===== config.mk =====
export PLATFORM = sky130hd
export DESIGN_NAME = tmoc_top
export DESIGN_NICKNAME = d
export VERILOG_FILES = /design/src/tmoc_pkg.sv /design/src/tmoc_pin_drv.sv /design/src/tmoc_top.sv
export SDC_FILE = /design/constraint.sdc
export NUM_CORES = 1
export LEC_CHECK = 0
export ABC_AREA = 1
export ABC_CLOCK_PERIOD_IN_PS = 1900
export CORE_ASPECT_RATIO = 1.2
export CORE_MARGIN = 8
export CORE_UTILIZATION = 62
export CTS_CLUSTER_DIAMETER = 100
export CTS_CLUSTER_SIZE = 20
export DETAILED_ROUTE_END_ITERATION = 7
export DONT_BUFFER_PORTS = 1
export GPL_ROUTABILITY_DRIVEN = 0
export PLACE_DENSITY = 0.83
export RECOVER_POWER = 100
export SLEW_MARGIN = 10
export SYNTH_ARGS = -nofsm -noshare
export SYNTH_HDL_FRONTEND = slang
export SYNTH_SLANG_ARGS = --single-unit
export TNS_END_PERCENT = 1

===== constraint.sdc =====
create_clock -name clk_sys_i -period 1.9 [get_ports clk_sys_i]
set_input_delay 0.19 -clock clk_sys_i [delete_from_list [all_inputs] [get_ports clk_sys_i]]
set_output_delay 0.19 -clock clk_sys_i [all_outputs]
set_load 0.05 [all_outputs]

===== src/tmoc_pkg.sv =====
// Package for the timer mode and output control block.
// Assumes a single 20 MHz system clock and an 8-bit register port.
package tmoc_pkg;

  localparam int ADDR_W = 2;
  localparam int DATA_W = 8;

  // Register indices (word per index)
  localparam logic [1:0] ADDR_MODE_CTRL = 2'h0;
  localparam logic [1:0] ADDR_STATUS = 2'h1;

  // Field positions in the mode and output control register
  localparam int MODE_HI = 7;
  localparam int MODE_LO = 6;
  localparam int ACT_HI = 5;
  localparam int ACT_LO = 4;
  localparam int INIT_BIT = 3;
  localparam int POL_BIT = 2;
  localparam int SWAP_BIT = 1;
  localparam int CLR_BIT = 0;

  localparam logic [7:0] CTRL_RESET = 8'h00;

  // Status register bit positions
  localparam int ST_PIN_BIT = 0;
  localparam int ST_LEVEL_BIT = 1;
  localparam int ST_UNDEF_BIT = 2;

  typedef enum logic [1:0] {
    MODE_CMP = 2'h0,
    MODE_UNDEF = 2'h1,
    MODE_PWM = 2'h2,
    MODE_TMR = 2'h3
  } tmoc_mode_t;

  typedef enum logic [1:0] {
    ACT_NONE = 2'h0,
    ACT_LOW = 2'h1,
    ACT_HIGH = 2'h2,
    ACT_TOGGLE = 2'h3
  } tmoc_act_t;

  typedef struct packed {
    tmoc_mode_t operating_mode_select;
    tmoc_act_t pin_action_select;
    logic output_initial_level;
    logic output_polarity_invert;
    logic period_duty_swap;
    logic counter_clear_select;
  } tmoc_ctrl_t;

  typedef struct packed {
    logic [ADDR_W-1:0] addr;
    logic [DATA_W-1:0] wdata;
    logic wr;
    logic rd;
  } tmoc_bus_req_t;

endpackage : tmoc_pkg


===== src/tmoc_pin_drv.sv =====
// Pin stage: polarity and enable applied to the internal output level.
// Assumes inputs registered in the system clock domain.
`timescale 1ns/1ps
module tmoc_pin_drv (
  input wire logic clk_sys_i,
  input wire logic rst_n_i,
  input wire logic level_i,
  input wire logic invert_i,
  input wire logic enable_i,
  output logic pin_o,
  output logic pin_oe_o
);

  typedef struct packed {
    logic pin;
    logic oe;
  } tmoc_drv_st_t;

  tmoc_drv_st_t st_r;
  tmoc_drv_st_t st_nxt;

  always_comb begin
    st_nxt = st_r;
    st_nxt.oe = enable_i;
    // Parked low when not driving so the idle value is defined
    st_nxt.pin = enable_i ? (level_i ^ invert_i) : 1'b0;
  end

  always_ff @(posedge clk_sys_i or negedge rst_n_i) begin
    if (!rst_n_i) begin
      st_r <= '0;
    end else begin
      st_r <= st_nxt;
    end
  end

  assign pin_o = st_r.pin;
  assign pin_oe_o = st_r.oe;

endmodule : tmoc_pin_drv


===== src/tmoc_top.sv =====
// Mode select and output-pin control for a compact 10-bit timer.
// Assumes compare match and PWM waveform come from the counter logic
// as one-cycle pulse and level synchronous to clk_sys_i.
//
// The register offsets and the strobed register port are this design's own decisions.
`timescale 1ns/1ps
module tmoc_top (
  input wire logic clk_sys_i,
  input wire logic rst_n_i,
  input wire logic [tmoc_pkg::ADDR_W-1:0] reg_addr_i,
  input wire logic [tmoc_pkg::DATA_W-1:0] reg_wdata_i,
  input wire logic reg_wr_i,
  input wire logic reg_rd_i,
  input wire logic counter_on_control_i,
  input wire logic cmp_a_match_i,
  input wire logic pwm_wave_i,
  output logic [tmoc_pkg::DATA_W-1:0] reg_rdata_o,
  output logic timer_output_pin_o,
  output logic timer_output_pin_oe_o,
  output logic period_duty_swap_o,
  output logic counter_clear_select_o
);

  typedef struct packed {
    tmoc_pkg::tmoc_ctrl_t ctrl;
    logic level;
    logic on_prev;
    logic [tmoc_pkg::DATA_W-1:0] rdata;
  } tmoc_st_t;

  logic [1:0] rst_sync_r;
  logic rst_n;
  tmoc_st_t st_r;
  tmoc_st_t st_nxt;
  tmoc_pkg::tmoc_bus_req_t req;
  logic drive_en;
  logic inv_en;

  // Release reset through two flops; assert stays asynchronous
  always_ff @(posedge clk_sys_i or negedge rst_n_i) begin
    if (!rst_n_i) begin
      rst_sync_r <= 2'h0;
    end else begin
      rst_sync_r <= {rst_sync_r[0], 1'b1};
    end
  end
  assign rst_n = rst_sync_r[1];

  assign req.addr = reg_addr_i;
  assign req.wdata = reg_wdata_i;
  assign req.wr = reg_wr_i;
  assign req.rd = reg_rd_i;

  always_comb begin
    st_nxt = st_r;
    st_nxt.on_prev = counter_on_control_i;
    st_nxt.rdata = '0;
    if (req.wr && req.addr == tmoc_pkg::ADDR_MODE_CTRL) begin
      st_nxt.ctrl = tmoc_pkg::tmoc_ctrl_t'(req.wdata);
    end
    // Output level uses the settings in force before this cycle's write
    case (st_r.ctrl.operating_mode_select)
      tmoc_pkg::MODE_CMP: begin
        if (counter_on_control_i && !st_r.on_prev) begin
          st_nxt.level = st_r.ctrl.output_initial_level;
        end else if (cmp_a_match_i) begin
          case (st_r.ctrl.pin_action_select)
            tmoc_pkg::ACT_LOW: st_nxt.level = 1'b0;
            tmoc_pkg::ACT_HIGH: st_nxt.level = 1'b1;
            tmoc_pkg::ACT_TOGGLE: st_nxt.level = ~st_r.level;
            default: st_nxt.level = st_r.level;
          endcase
        end
      end
      tmoc_pkg::MODE_PWM: begin
        // Active level picked by the initial-level bit
        case (st_r.ctrl.pin_action_select)
          tmoc_pkg::ACT_NONE: st_nxt.level = ~st_r.ctrl.output_initial_level;
          tmoc_pkg::ACT_LOW: st_nxt.level = st_r.ctrl.output_initial_level;
          tmoc_pkg::ACT_HIGH: st_nxt.level = ~(pwm_wave_i ^ st_r.ctrl.output_initial_level);
          default: st_nxt.level = st_r.level;
        endcase
      end
      // Undefined and timer modes hold the level
      default: st_nxt.level = st_r.level;
    endcase
    if (req.rd) begin
      case (req.addr)
        tmoc_pkg::ADDR_MODE_CTRL: st_nxt.rdata = st_r.ctrl;
        tmoc_pkg::ADDR_STATUS: begin
          st_nxt.rdata[tmoc_pkg::ST_PIN_BIT] = timer_output_pin_o;
          st_nxt.rdata[tmoc_pkg::ST_LEVEL_BIT] = st_r.level;
          st_nxt.rdata[tmoc_pkg::ST_UNDEF_BIT] =
            (st_r.ctrl.operating_mode_select == tmoc_pkg::MODE_UNDEF);
        end
        default: st_nxt.rdata = '0;
      endcase
    end
  end

  always_ff @(posedge clk_sys_i or negedge rst_n) begin
    if (!rst_n) begin
      st_r.ctrl <= tmoc_pkg::tmoc_ctrl_t'(tmoc_pkg::CTRL_RESET);
      st_r.level <= 1'b0;
      st_r.on_prev <= 1'b0;
      st_r.rdata <= '0;
    end else begin
      st_r <= st_nxt;
    end
  end

  // Pin is released in timer mode and undefined mode
  assign drive_en = (st_r.ctrl.operating_mode_select == tmoc_pkg::MODE_CMP) ||
                    (st_r.ctrl.operating_mode_select == tmoc_pkg::MODE_PWM);
  assign inv_en = st_r.ctrl.output_polarity_invert;

  tmoc_pin_drv u_pin_drv (
    .clk_sys_i(clk_sys_i),
    .rst_n_i(rst_n),
    .level_i(st_r.level),
    .invert_i(inv_en),
    .enable_i(drive_en),
    .pin_o(timer_output_pin_o),
    .pin_oe_o(timer_output_pin_oe_o)
  );

  assign reg_rdata_o = st_r.rdata;
  assign period_duty_swap_o = st_r.ctrl.period_duty_swap;
  assign counter_clear_select_o = st_r.ctrl.counter_clear_select;

  property p_cmp_set_high;
    @(posedge clk_sys_i) disable iff (!rst_n)
    (st_r.ctrl.operating_mode_select == tmoc_pkg::MODE_CMP && cmp_a_match_i &&
     st_r.ctrl.pin_action_select == tmoc_pkg::ACT_HIGH &&
     !(counter_on_control_i && !st_r.on_prev)) |=> st_r.level;
  endproperty
  a_cmp_set_high: assert property (p_cmp_set_high) else $error("match high failed");

  property p_cmp_toggle;
    @(posedge clk_sys_i) disable iff (!rst_n)
    (st_r.ctrl.operating_mode_select == tmoc_pkg::MODE_CMP && cmp_a_match_i &&
     st_r.ctrl.pin_action_select == tmoc_pkg::ACT_TOGGLE &&
     !(counter_on_control_i && !st_r.on_prev)) |=> (st_r.level != $past(st_r.level));
  endproperty
  a_cmp_toggle: assert property (p_cmp_toggle) else $error("toggle failed");

  property p_no_match_hold;
    @(posedge clk_sys_i) disable iff (!rst_n)
    (st_r.ctrl.operating_mode_select == tmoc_pkg::MODE_CMP && !cmp_a_match_i &&
     !(counter_on_control_i && !st_r.on_prev)) |=> $stable(st_r.level);
  endproperty
  a_no_match_hold: assert property (p_no_match_hold) else $error("level moved");

  property p_on_restore;
    @(posedge clk_sys_i) disable iff (!rst_n)
    (st_r.ctrl.operating_mode_select == tmoc_pkg::MODE_CMP && counter_on_control_i &&
     !st_r.on_prev) |=> (st_r.level == $past(st_r.ctrl.output_initial_level));
  endproperty
  a_on_restore: assert property (p_on_restore) else $error("restore failed");

  property p_tmr_released;
    @(posedge clk_sys_i) disable iff (!rst_n)
    (st_r.ctrl.operating_mode_select == tmoc_pkg::MODE_TMR) |=> !timer_output_pin_oe_o;
  endproperty
  a_tmr_released: assert property (p_tmr_released) else $error("pin driven");

  property p_pwm_active;
    @(posedge clk_sys_i) disable iff (!rst_n)
    (st_r.ctrl.operating_mode_select == tmoc_pkg::MODE_PWM &&
     st_r.ctrl.pin_action_select == tmoc_pkg::ACT_LOW)
    |=> (st_r.level == $past(st_r.ctrl.output_initial_level));
  endproperty
  a_pwm_active: assert property (p_pwm_active) else $error("force active failed");

  property p_pwm_wave;
    @(posedge clk_sys_i) disable iff (!rst_n)
    (st_r.ctrl.operating_mode_select == tmoc_pkg::MODE_PWM &&
     st_r.ctrl.pin_action_select == tmoc_pkg::ACT_HIGH && st_r.ctrl.output_initial_level)
    |=> (st_r.level == $past(pwm_wave_i));
  endproperty
  a_pwm_wave: assert property (p_pwm_wave) else $error("waveform failed");

  property p_polarity;
    @(posedge clk_sys_i) disable iff (!rst_n)
    drive_en |=> (timer_output_pin_o == ($past(st_r.level) ^ $past(inv_en)));
  endproperty
  a_polarity: assert property (p_polarity) else $error("polarity wrong");

  property p_read_ctrl;
    @(posedge clk_sys_i) disable iff (!rst_n)
    (reg_rd_i && reg_addr_i == tmoc_pkg::ADDR_MODE_CTRL && !$past(reg_wr_i))
    |=> (reg_rdata_o == $past(st_r.ctrl));
  endproperty
  a_read_ctrl: assert property (p_read_ctrl) else $error("read data wrong");

  property p_cmp_set_low;
    @(posedge clk_sys_i) disable iff (!rst_n)
    (st_r.ctrl.operating_mode_select == tmoc_pkg::MODE_CMP && cmp_a_match_i &&
     st_r.ctrl.pin_action_select == tmoc_pkg::ACT_LOW &&
     !(counter_on_control_i && !st_r.on_prev)) |=> !st_r.level;
  endproperty
  a_cmp_set_low: assert property (p_cmp_set_low) else $error("match low failed");

  property p_cmp_no_change;
    @(posedge clk_sys_i) disable iff (!rst_n)
    (st_r.ctrl.operating_mode_select == tmoc_pkg::MODE_CMP && cmp_a_match_i &&
     st_r.ctrl.pin_action_select == tmoc_pkg::ACT_NONE &&
     !(counter_on_control_i && !st_r.on_prev)) |=> $stable(st_r.level);
  endproperty
  a_cmp_no_change: assert property (p_cmp_no_change) else $error("match moved level");

  property p_pwm_inactive;
    @(posedge clk_sys_i) disable iff (!rst_n)
    (st_r.ctrl.operating_mode_select == tmoc_pkg::MODE_PWM &&
     st_r.ctrl.pin_action_select == tmoc_pkg::ACT_NONE)
    |=> (st_r.level == !$past(st_r.ctrl.output_initial_level));
  endproperty
  a_pwm_inactive: assert property (p_pwm_inactive) else $error("inactive failed");

  property p_pwm_undef_hold;
    @(posedge clk_sys_i) disable iff (!rst_n)
    (st_r.ctrl.operating_mode_select == tmoc_pkg::MODE_PWM &&
     st_r.ctrl.pin_action_select == tmoc_pkg::ACT_TOGGLE) |=> $stable(st_r.level);
  endproperty
  a_pwm_undef_hold: assert property (p_pwm_undef_hold) else $error("pwm level moved");

  property p_pwm_wave_low;
    @(posedge clk_sys_i) disable iff (!rst_n)
    (st_r.ctrl.operating_mode_select == tmoc_pkg::MODE_PWM &&
     st_r.ctrl.pin_action_select == tmoc_pkg::ACT_HIGH && !st_r.ctrl.output_initial_level)
    |=> (st_r.level == !$past(pwm_wave_i));
  endproperty
  a_pwm_wave_low: assert property (p_pwm_wave_low) else $error("low wave failed");

  // Undefined mode released so a stray write cannot drive the line
  property p_undef_released;
    @(posedge clk_sys_i) disable iff (!rst_n)
    (st_r.ctrl.operating_mode_select == tmoc_pkg::MODE_UNDEF) |=> !timer_output_pin_oe_o;
  endproperty
  a_undef_released: assert property (p_undef_released) else $error("undef drives");

  property p_driven;
    @(posedge clk_sys_i) disable iff (!rst_n)
    (st_r.ctrl.operating_mode_select == tmoc_pkg::MODE_CMP ||
     st_r.ctrl.operating_mode_select == tmoc_pkg::MODE_PWM) |=> timer_output_pin_oe_o;
  endproperty
  a_driven: assert property (p_driven) else $error("pin not driven");

  // Parked low so a released pin never shows the polarity bit
  property p_parked;
    @(posedge clk_sys_i) disable iff (!rst_n)
    !drive_en |=> !timer_output_pin_o;
  endproperty
  a_parked: assert property (p_parked) else $error("parked pin high");

  property p_idle_hold;
    @(posedge clk_sys_i) disable iff (!rst_n)
    (st_r.ctrl.operating_mode_select == tmoc_pkg::MODE_TMR ||
     st_r.ctrl.operating_mode_select == tmoc_pkg::MODE_UNDEF) |=> $stable(st_r.level);
  endproperty
  a_idle_hold: assert property (p_idle_hold) else $error("idle level moved");

  property p_ctrl_write;
    @(posedge clk_sys_i) disable iff (!rst_n)
    (reg_wr_i && reg_addr_i == tmoc_pkg::ADDR_MODE_CTRL)
    |=> (st_r.ctrl == tmoc_pkg::tmoc_ctrl_t'($past(reg_wdata_i)));
  endproperty
  a_ctrl_write: assert property (p_ctrl_write) else $error("write lost");

  property p_read_undef;
    @(posedge clk_sys_i) disable iff (!rst_n)
    (reg_rd_i && reg_addr_i == tmoc_pkg::ADDR_STATUS) |=>
    (reg_rdata_o[tmoc_pkg::ST_UNDEF_BIT] ==
     ($past(st_r.ctrl.operating_mode_select) == tmoc_pkg::MODE_UNDEF));
  endproperty
  a_read_undef: assert property (p_read_undef) else $error("undef flag wrong");

  property p_read_pin;
    @(posedge clk_sys_i) disable iff (!rst_n)
    (reg_rd_i && reg_addr_i == tmoc_pkg::ADDR_STATUS) |=>
    (reg_rdata_o[tmoc_pkg::ST_PIN_BIT] == $past(timer_output_pin_o));
  endproperty
  a_read_pin: assert property (p_read_pin) else $error("pin flag wrong");

  c_toggle: cover property (@(posedge clk_sys_i) disable iff (!rst_n)
    cmp_a_match_i && st_r.ctrl.pin_action_select == tmoc_pkg::ACT_TOGGLE);
  c_pwm: cover property (@(posedge clk_sys_i) disable iff (!rst_n)
    st_r.ctrl.operating_mode_select == tmoc_pkg::MODE_PWM && pwm_wave_i);
  c_restore: cover property (@(posedge clk_sys_i) disable iff (!rst_n)
    counter_on_control_i && !st_r.on_prev);
  c_undef: cover property (@(posedge clk_sys_i) disable iff (!rst_n)
    st_r.ctrl.operating_mode_select == tmoc_pkg::MODE_UNDEF);
  c_restore_match: cover property (@(posedge clk_sys_i) disable iff (!rst_n)
    counter_on_control_i && !st_r.on_prev && cmp_a_match_i);

endmodule : tmoc_top


After elaboration in Yosys (flattened, before gate mapping). Index checks and enable logic that the tools add are counted.

Memory bits (writable): 0. Memories: 0. ROM bits: 0. Bits in registers: 22. Bits in latches: 0.

Equal/unequal tests: 9. Reductions and logical operators: 9. Bitwise logic cells: 5. Divide/modulo/power cells: 0. Shift operators: 0. Magnitude comparators: 0. $mul: 0. $add $sub $neg: 0. Multiplexer cells: 9.

Operators with widths (number): 2-to-1 mux 8 bit (1); == test 2 x 1 -> 1 bit (second input constant) (3); == test 2 bit (second input constant) (3); logical NOT 2 bit (3); case mux 1 bit (3 select lines) (2); case mux 3 bit (2 select lines) (1); 2-to-1 mux 5 bit (1); != test 5 x 2 -> 1 bit (second input constant) (1); != test 4 x 1 -> 1 bit (second input constant) (1); AND reduction 4 bit (1); 2-to-1 mux 1 bit (3); != test 3 bit (second input constant) (1); NOT 1 bit (3); logical AND 1 bit (2); case mux 1 bit (2 select lines) (1); nonzero test 2 bit (1); XOR 1 bit (2); logical NOT 1 bit (1); logical OR 1 bit (1).

Longest topological paths before layout. Gate-level depths: netlist of the first run.

Word-level depth: 5. Mapped depth: 10. Mapped depth without buffers: 10.

Cells and area by module. Synthesis of the first run repeated with hierarchy kept, for this count alone.

Cells, all modules: 115. Area, all modules: 1082.3 um^2.

Modules (own cells, without submodules): tmoc_top (area an instance 1017.2 um^2, sequential area each 500.5 um^2, times used 1, cells an instance 109); tmoc_pin_drv (area an instance 65.1 um^2, sequential area each 50.0 um^2, times used 1, cells an instance 6).

Least setup slack after synthesis of the first run. OpenSTA, ideal clock, no wires.

Path kind: reg-to-reg. Start: register st_r[14] (netlist bit). End: register st_r[9] (netlist bit). Required time: 1.835 ns. Slack: 0.704 ns. Arrival time: 1.131 ns. Period minus slack after synthesis: 1.196 ns. Stages on the path, launching flop included: 10. Cells stage by stage: dfrtp_1 -> inv_1 -> ha_1 -> inv_1 -> nor2_1 -> a21oi_1 -> nand2_1 -> nand2_1 -> nand2_1 -> nand2_1.

Longest elaborated chain between the ends: 5.

Ends and longest elaborated chain: from (decl) (RTL line tmoc_top.sv:33) `tmoc_st_t st_r;`; from (signal assigned) (RTL line tmoc_top.sv:108) `st_r <= st_nxt;`; == test 2 bit (tied with other cells) (RTL line tmoc_top.sv:67) `case (st_r.ctrl.pin_action_select)`; case mux 1 bit (3 select lines) (RTL line tmoc_top.sv:67); 2-to-1 mux 1 bit (RTL line tmoc_top.sv:66) `end else if (cmp_a_match_i) begin`; 2-to-1 mux 1 bit (RTL line tmoc_top.sv:64) `if (counter_on_control_i && !st_r.on_prev) begin`; case mux 1 bit (2 select lines) (RTL line tmoc_top.sv:62) `case (st_r.ctrl.operating_mode_select)`.

Several ways; a longest one is shown, not always the timed one. The select of a mux whose other input is x is not followed. A chain may end at the register's enable or synchronous reset.

Worst setup path in the final report of the first run. Same ends and word-level chain as after synthesis.

==> results.json, run 1 <==
{
  "vdd_ir_drop_max_uv": 532,
  "finClkSkew_ns": 0.00517,
  "syn_avg_cell_area_um2": 9.49,
  "track_usage_pct": 11.0,
  "num_rows": 16,
  "io_buffers": 0,
  "tns_ns": 0,
  "viasPerCell": 5.14,
  "die_w_um": 54.1,
  "post-route-drc-count": 0,
  "seqCellArea_um2": 551,
  "arrival_ns": 1.56,
  "period_share_pct": 68.6,
  "p_sw_share_pct": 32.9,
  "place_hpwl_mm": 1.37,
  "synth_edf_count": 0,
  "root_buffer": "clkbuf_4",
  "fin_crit_ns": 1.30,
  "ant_nets": 0,
  "setup_viol": 0,
  "crit_required_ns": 2.16,
  "cap_violations": 0,
  "synth_top_area_share_pct": 50.9,
  "area_growth_pct": 4.39,
  "cts.sinks": 22,
  "pwr-share-seq_pct": 55.6,
  "nNetsFinal": 139,
  "clock_latency_ns": 0.31,
  "yosys_warnings": 0,
  "tightest_slew_ns": 0.751,
  "timing.slew.headroom_pct": 50.0,
  "ys_seq_area_share_pct": 50.9,
  "fp.dieH_um": 61.8,
  "synth_cells": 114,
  "cellPowerDensity_mw_per_mm2": 1090,
  "cts_buffers": 3,
  "p_comb_share_pct": 15.9,
  "layout-drive-gt1-share_pct": 10.3,
  "syn_nets": 136,
  "synth_cell_types": 18,
  "antenna_found_initial": 0,
  "crit_fanout": 5,
  "synth_common_cells": "26 x nand2_1, 22 x dfrtp_1, 12 x inv_1, 12 x nor2_1, 8 x buf_4",
  "worst_slack_ns": 0.597,
  "switchingPower_w": 0.000406,
  "crit_path_start_kind": "register",
  "yosys-top-cells-area": "dfrtp_1 51%, nand2_1 9.0%, ha_1 5.8%",
  "drtIter0Drc": 24,
  "grt_pass1_wl_mm": 2.67,
  "synth_area_mm2": 0.00108,
  "dp_cells": 123,
  "dieArea_mm2": 0.00334,
  "clk_pin_slew_ns": 0.12,
  "core_area_mm2": 0.00164,
  "ioPinCount": 29,
  "cts_max_level": 1,
  "grt_pass1_vias": 612,
  "fillers": 127,
  "power.share.clock_pct": 28.4,
  "outcome": "finished, final reports clean",
  "yosys_most_used_dff": "dfrtp_1",
  "gr-total-overflow": 0,
  "drtPass1Iterations": 4,
  "fin_cells": 134,
  "cp-end-kind": "register",
  "grt_max_degree": 21,
  "multiInputGateArea_um2": 385,
  "yosysTopAreaCell": "dfrtp_1",
  "synth-seq-cells": 22,
  "wl_per_cell_um": 13.1,
  "fmax_mhz": 767,
  "dr_total_vias": 689,
  "criticalPathCategory": "register to register",
  "leakage_nw": 0.587,
  "initial_core_util_pct": 65.9,
  "pre_cts_ws_ns": 0.609,
  "clock_path_buffers": 2,
  "slew_viol_final": 0,
  "hold_viol_final": 0,
  "rsz0062_at_grt": "false",
  "hp-class": "primary input to register",
  "fin_util_pct": 68.8,
  "wl_mm": 1.75,
  "p_int_w": 0.000828,
  "yosysMostFrequentCell": "nand2_1",
  "diodes": 0,
  "async_reset_ff_share_pct": 100,
  "cts_tree": "yes"
}
[per-stage QoR]
step           cell area [µm²]  hold slack (ns)  power (W)
2_1_floorplan             1080           -0.106   0.000870
3_3_place_gp              1030           -0.106   0.000891
3_5_place_dp              1030           -0.106   0.000899
4_1_cts                   1110          0.00419    0.00126
5_1_grt                   1130          0.00361    0.00131
6_report                  1130           0.0113    0.00123
[power groups by stage]
stage               Sequential [W]  Combinational [W]  Clock, W
finish                    0.000687           0.000196  0.000351
global route              0.000700           0.000223  0.000384
detailed placement        0.000700           0.000199         0
floorplan                 0.000645           0.000225         0
CTS                       0.000690           0.000204  0.000361
global placement          0.000697           0.000194         0
[layout make-up]
| cell class | instances | share of cell area [%] |
|---|---|---|
| Clock buffer | 3 | 1.99 |
| Clock inverter | 1 | 2.66 |
| Inverter | 13 | 4.32 |
| Multi-Input combinational cell | 70 | 34.1 |
| Sequential cell | 22 | 48.7 |
| Tap cell | 18 | 1.99 |
| Timing Repair Buffer | 7 | 6.20 |
[flip-flops by register name (all words and copies together) (netlist names)]
name and count:
reg_rdata_o 8, period_duty_swap_o 1, rst_sync_r 2, counter_clear_select_o 1, st_r 7, inv_en 1, u_pin_drv.pin_o 1, u_pin_drv.pin_oe_o 1
[final timing paths]
| check | startpoint | end | slack, ns | cells after the start |
|---|---|---|---|---|
| min reg2reg | rst_sync_r[1]$_DFF_PN0_ | reg_rdata_o[4]$_DFF_PN0_ | 0.31 | 0 |
| max | st_r[14]$_DFFE_PN0P_ | st_r[9]$_DFFE_PN0P_ | 0.60 | 9 |
| min in group asynchronous | rst_n_i | rst_sync_r[1]$_DFF_PN0_ | 0.09 | 1 |
| min | reg_rd_i | reg_rdata_o[0]$_DFF_PN0_ | 0.01 | 2 |
| max reg2reg | st_r[14]$_DFFE_PN0P_ | st_r[9]$_DFFE_PN0P_ | 0.60 | 9 |
| max in group asynchronous | rst_sync_r[1]$_DFF_PN0_ | st_r[8]$_DFF_PN0_ | 1.12 | 0 |
[cells in the final DEF (no fill, tap or decap)]
cell type	synthesis	final
a21oi_1	6	10
inv_1	12	13
dlygate4sd3_1	0	7
ha_1	5	5
xnor2_1	1	1
nand2_1	26	26
nand3_1	3	3
bufinv_16	0	1
a21oi_2	5	1
nor2_4	1	1
and2_1	1	1
mux2_1	0	3
clkbuf_4	0	3
dfrtp_1	22	22
nor2_1	12	12
nor2_2	5	5
nand2_4	1	1
conb_1	1	1
[layer usage]
layer,GRT usage (%),part of all wire [%]
met1,12.3,40
met2,17.9,52
met3,3.57,6.0
met4,6.34,2.1
met5,0,0
[kinds of logic (layout without fill, tap and decap cells)]
kind of cell | count (synthesis) | count (layout) | synth area share (%)
AO/OA/AOI/OAI | 11 | 11 | 6.82
XOR/XNOR | 1 | 1 | 0.809
adder cells (fa/ha/maj) | 5 | 5 | 5.78
buffers and inverters | 22 | 24 | 11.1
flip-flops | 22 | 22 | 50.9
multiplexers | 3 | 3 | 4.16
other | 1 | 1 | 0.346
AND/OR/NAND/NOR | 49 | 49 | 20.1
[timing repair]
item                                    4_1_cts  5_1_grt
endpoints found under the setup margin        0        0
hold buffers                                  2        5
resized for setup                             0        0
endpoints found under the hold margin         3        5
buffers inserted                              0        0
[critical path: stages (launching register included)]
cell and delay [ns]:
dfrtp_1 0.41, inv_1 0.15, ha_1 0.27, inv_1 0.06
nor2_1 0.03, a21oi_1 0.12, nand2_1 0.06, nand2_1 0.06
nand2_1 0.04, nand2_1 0.05
No activity file was read; power rests on OpenSTA's default activity.
==> run 2, diff against run 1 <==
--- a/config.mk
+++ b/config.mk
@@ -5,17 +5,17 @@
 export SDC_FILE = /design/constraint.sdc
 export NUM_CORES = 1
 export LEC_CHECK = 0
-export ABC_AREA = 1
-export ABC_CLOCK_PERIOD_IN_PS = 1900
+export ABC_AREA = 0
+export ABC_CLOCK_PERIOD_IN_PS = 1200
 export CORE_ASPECT_RATIO = 1.2
 export CORE_MARGIN = 8
-export CORE_UTILIZATION = 62
+export CORE_UTILIZATION = 59
 export CTS_CLUSTER_DIAMETER = 100
 export CTS_CLUSTER_SIZE = 20
 export DETAILED_ROUTE_END_ITERATION = 7
 export DONT_BUFFER_PORTS = 1
 export GPL_ROUTABILITY_DRIVEN = 0
-export PLACE_DENSITY = 0.83
+export PLACE_DENSITY = 0.8
 export RECOVER_POWER = 100
 export SLEW_MARGIN = 10
 export SYNTH_ARGS = -nofsm -noshare
==> constraint.sdc (replaced) <==
create_clock -name clk_sys_i -period 1.2 [get_ports clk_sys_i]
set_input_delay 0.12 -clock clk_sys_i [delete_from_list [all_inputs] [get_ports clk_sys_i]]
set_output_delay 0.12 -clock clk_sys_i [all_outputs]
set_load 0.05 [all_outputs]
==> run 2 against run 1 <==
Against the previous run:
- highest routed layer unchanged
- wire length is 3.3% higher
- combinational power grew to 2.8 times the previous value
- hold slack improved by 0.014 ns
- first-iteration DRC count grew 63%
- final cell count down 10%
- critical path depth is 4 lower
- design area is 11% higher
- the run now ends with negative setup slack left
- synthesized area shrank 5.8%
- die area shrank 0.72%
- clock skew is 0.0032 ns lower
==> results.json, run 2 <==
{
  "outcome": "complete, but fails checks",
  "violations": "negative setup slack",
  "fin_crit_ns": 1.47,
  "busiest_layer": "met2",
  "critPathBufInv": 0,
  "cp-end-kind": "register",
  "num_rows": 16,
  "syn_nets": 110,
  "finClkSkew_ns": 0.00196,
  "drtIter0Drc": 39,
  "clock_path_buffers": 2,
  "hp-class": "primary input to asynchronous set/reset pin",
  "clk_pin_slew_ns": 0.12,
  "cellPowerDensity_mw_per_mm2": 1710,
  "wl_mm": 1.81,
  "r2r_start": "st_r[14]$_DFFE_PN0P_",
  "fmax_mhz": 680,
  "endpoint": "st_r[9]$_DFFE_PN0P_",
  "synth_top_area_share_pct": 54.0,
  "post-route-drc-count": 0,
  "final_common_cell": "dfrtp_1",
  "root_buffer": "clkbuf_4",
  "tns_ns": -0.270,
  "synth-seq-cells": 22,
  "hold_viol_final": 0,
  "synth_area_mm2": 0.00102,
  "ys_seq_area_share_pct": 54.0,
  "largest_register_ffs": 8,
  "place_hpwl_mm": 1.30,
  "synth_cell_types": 28,
  "fin_hold_ws_ns": 0.0254,
  "drtPass1Iterations": 4,
  "leakage_nw": 0.560,
  "async_reset_ff_share_pct": 100,
  "gr-total-overflow": 0,
  "grt_pass1_vias": 651,
  "cpPeakStageDelay_ns": 0.48,
  "yosys_warnings": 0,
  "dieArea_mm2": 0.00332,
  "cp.depth": 5,
  "cts_tree": "yes",
  "ant_nets": 0,
  "cp_top_family": "compound AO/OA/AOI/OAI gates",
  "reg2reg_depth": 5,
  "crit_chain": "ha_2 -> nor2b_1 -> o311a_1 -> a21oi_1 -> o41ai_2",
  "pre_cts_ws_ns": -0.195,
  "initial_core_util_pct": 62.9,
  "dr_total_vias": 655,
  "crit_path_start_kind": "register",
  "yosysTopAreaCell": "dfrtp_1",
  "cap_violations": 0,
  "clock_latency_ns": 0.30,
  "synth_edf_count": 0,
  "ioPinCount": 29,
  "antenna_found_initial": 0,
  "arrival_ns": 1.66,
  "track_usage_pct": 11.5,
  "vdd_ir_drop_max_uv": 911,
  "viasPerCell": 5.46,
  "nNetsFinal": 125,
  "fp.dieH_um": 61.5,
  "grt_pass1_wl_mm": 2.87,
  "worst_slack_ns": -0.270,
  "r2r_end": "st_r[9]$_DFFE_PN0P_",
  "yosys_most_used_dff": "dfrtp_1",
  "syn_avg_cell_area_um2": 11.6,
  "synth_common_cells": "22 x dfrtp_1, 8 x buf_4",
  "gr-usage-met3_pct": 3.38,
  "area_growth_pct": 22.6,
  "yosysMostFrequentCell": "dfrtp_1",
  "fillers": 97,
  "period_share_pct": 122,
  "crit_required_ns": 1.39,
  "synth_cells": 88,
  "use_met2_pct": 19.1,
  "cts.sinks": 22,
  "fin_util_pct": 77.1,
  "cts_buffers": 3,
  "criticalPathCategory": "register to register",
  "mostFrequentLayoutCells": "20 x dfrtp_1, 12 x dlygate4sd3_1, 8 x buf_4",
  "cts_max_level": 1,
  "yosys-top-cells-area": "dfrtp_1 54%, ha_1 6.1%, buf_4 5.9%",
  "core_area_mm2": 0.00162,
  "reg2reg_slack_ns": -0.27,
  "slew_viol_final": 0,
  "rsz0062_at_grt": "true",
  "layout-drive-gt1-share_pct": 26.5,
  "die_w_um": 54.0,
  "wl_per_cell_um": 15.1,
  "crit_fanout": 3,
  "setup_viol": 1,
  "grt_max_degree": 21,
  "crit_slowest_cell": "dfrtp_2",
  "grtUsageMet1_pct": 13.4,
  "io_buffers": 0,
  "crit_start": "st_r[14]$_DFFE_PN0P_",
  "diodes": 0
}
==> run 2: cell types whose count changed after synthesis, sizes merged, moves of 3 or more <==
cell and delta:
nand2 -23, nor2 -14, a21oi -8, inv -8
nor3 +5, o21ai +5, nand2b +4, nand3 -3
==> run 2: worst min path at each step <==
stage	to	slack (ns)	startpoint
2_1_floorplan	rst_sync_r[0]$_DFF_PN0_	-0.18	rst_n_i
3_3_place_gp	rst_sync_r[0]$_DFF_PN0_	-0.18	rst_n_i
3_5_place_dp	rst_sync_r[1]$_DFF_PN0_	-0.18	rst_n_i
4_1_cts	rst_sync_r[1]$_DFF_PN0_	0.03	rst_n_i
5_1_grt	rst_sync_r[1]$_DFF_PN0_	0.01	rst_n_i
6_report	rst_sync_r[1]$_DFF_PN0_	0.03	rst_n_i
==> run 2: per-layer routing <==
layer	vias to the layer above	share of wire [%]
met1	313	43
li1	318	-
met3	2	6.9
met4	0	1.1
met5	-	0
met2	22	49
==> run 2: final cells by class <==
cell class | count | area, µm² | area share, %
Clock buffer | 3 | 22.5 | 1.80
Timing Repair Buffer | 21 | 185 | 14.8
Tap cell | 18 | 22.5 | 1.80
Clock inverter | 1 | 30.0 | 2.40
Multi-Input combinational cell | 50 | 413 | 33.0
Sequential cell | 22 | 553 | 44.2
Inverter | 5 | 23.8 | 1.90
==> run 2: kinds of logic after synthesis <==
kind of cell	after synthesis	synth area share, %
compound gates	13	7.98
other cells	1	0.368
xor+xnor	1	0.859
flops	22	54.0
fa+ha+maj	5	6.13
mux	6	6.38
simple gates	24	14.0
buf+inv	16	10.3
==> run 2: timing repair <==
item	CTS	global route
hold buffers	12	0
resized for setup	2	7
endpoints found under the hold margin	18	0
endpoints found under the setup margin	1	1
buffers inserted	0	1
gates cloned	0	0
pin swaps	0	1
==> run 2: through the flow <==
stage	cells	power, W	area, µm²
6_report	120	0.00214	1250
3_3_place_gp	103	0.00147	1030
2_1_floorplan	88	0.00137	1030
3_5_place_dp	103	0.00149	1030
5_1_grt	120	0.00223	1250
4_1_cts	119	0.00209	1210
==> run 2: power breakdown <==
group / total (W) / internal (W) / switching [W]
Sequential: 0.00102 / 0.000847 / 0.000177
Clock: 0.000561 / 0.000337 / 0.000224
Combinational: 0.000551 / 0.000252 / 0.000299
Total: 0.00214 / 0.00144 / 0.000700
==> run 2: worst register-to-register path, stage by stage (launching register included) <==
cell and delay (ns):
dfrtp_2 0.48, ha_2 0.22, nor2b_1 0.13, o311a_1 0.29, a21oi_1 0.16, o41ai_2 0.08
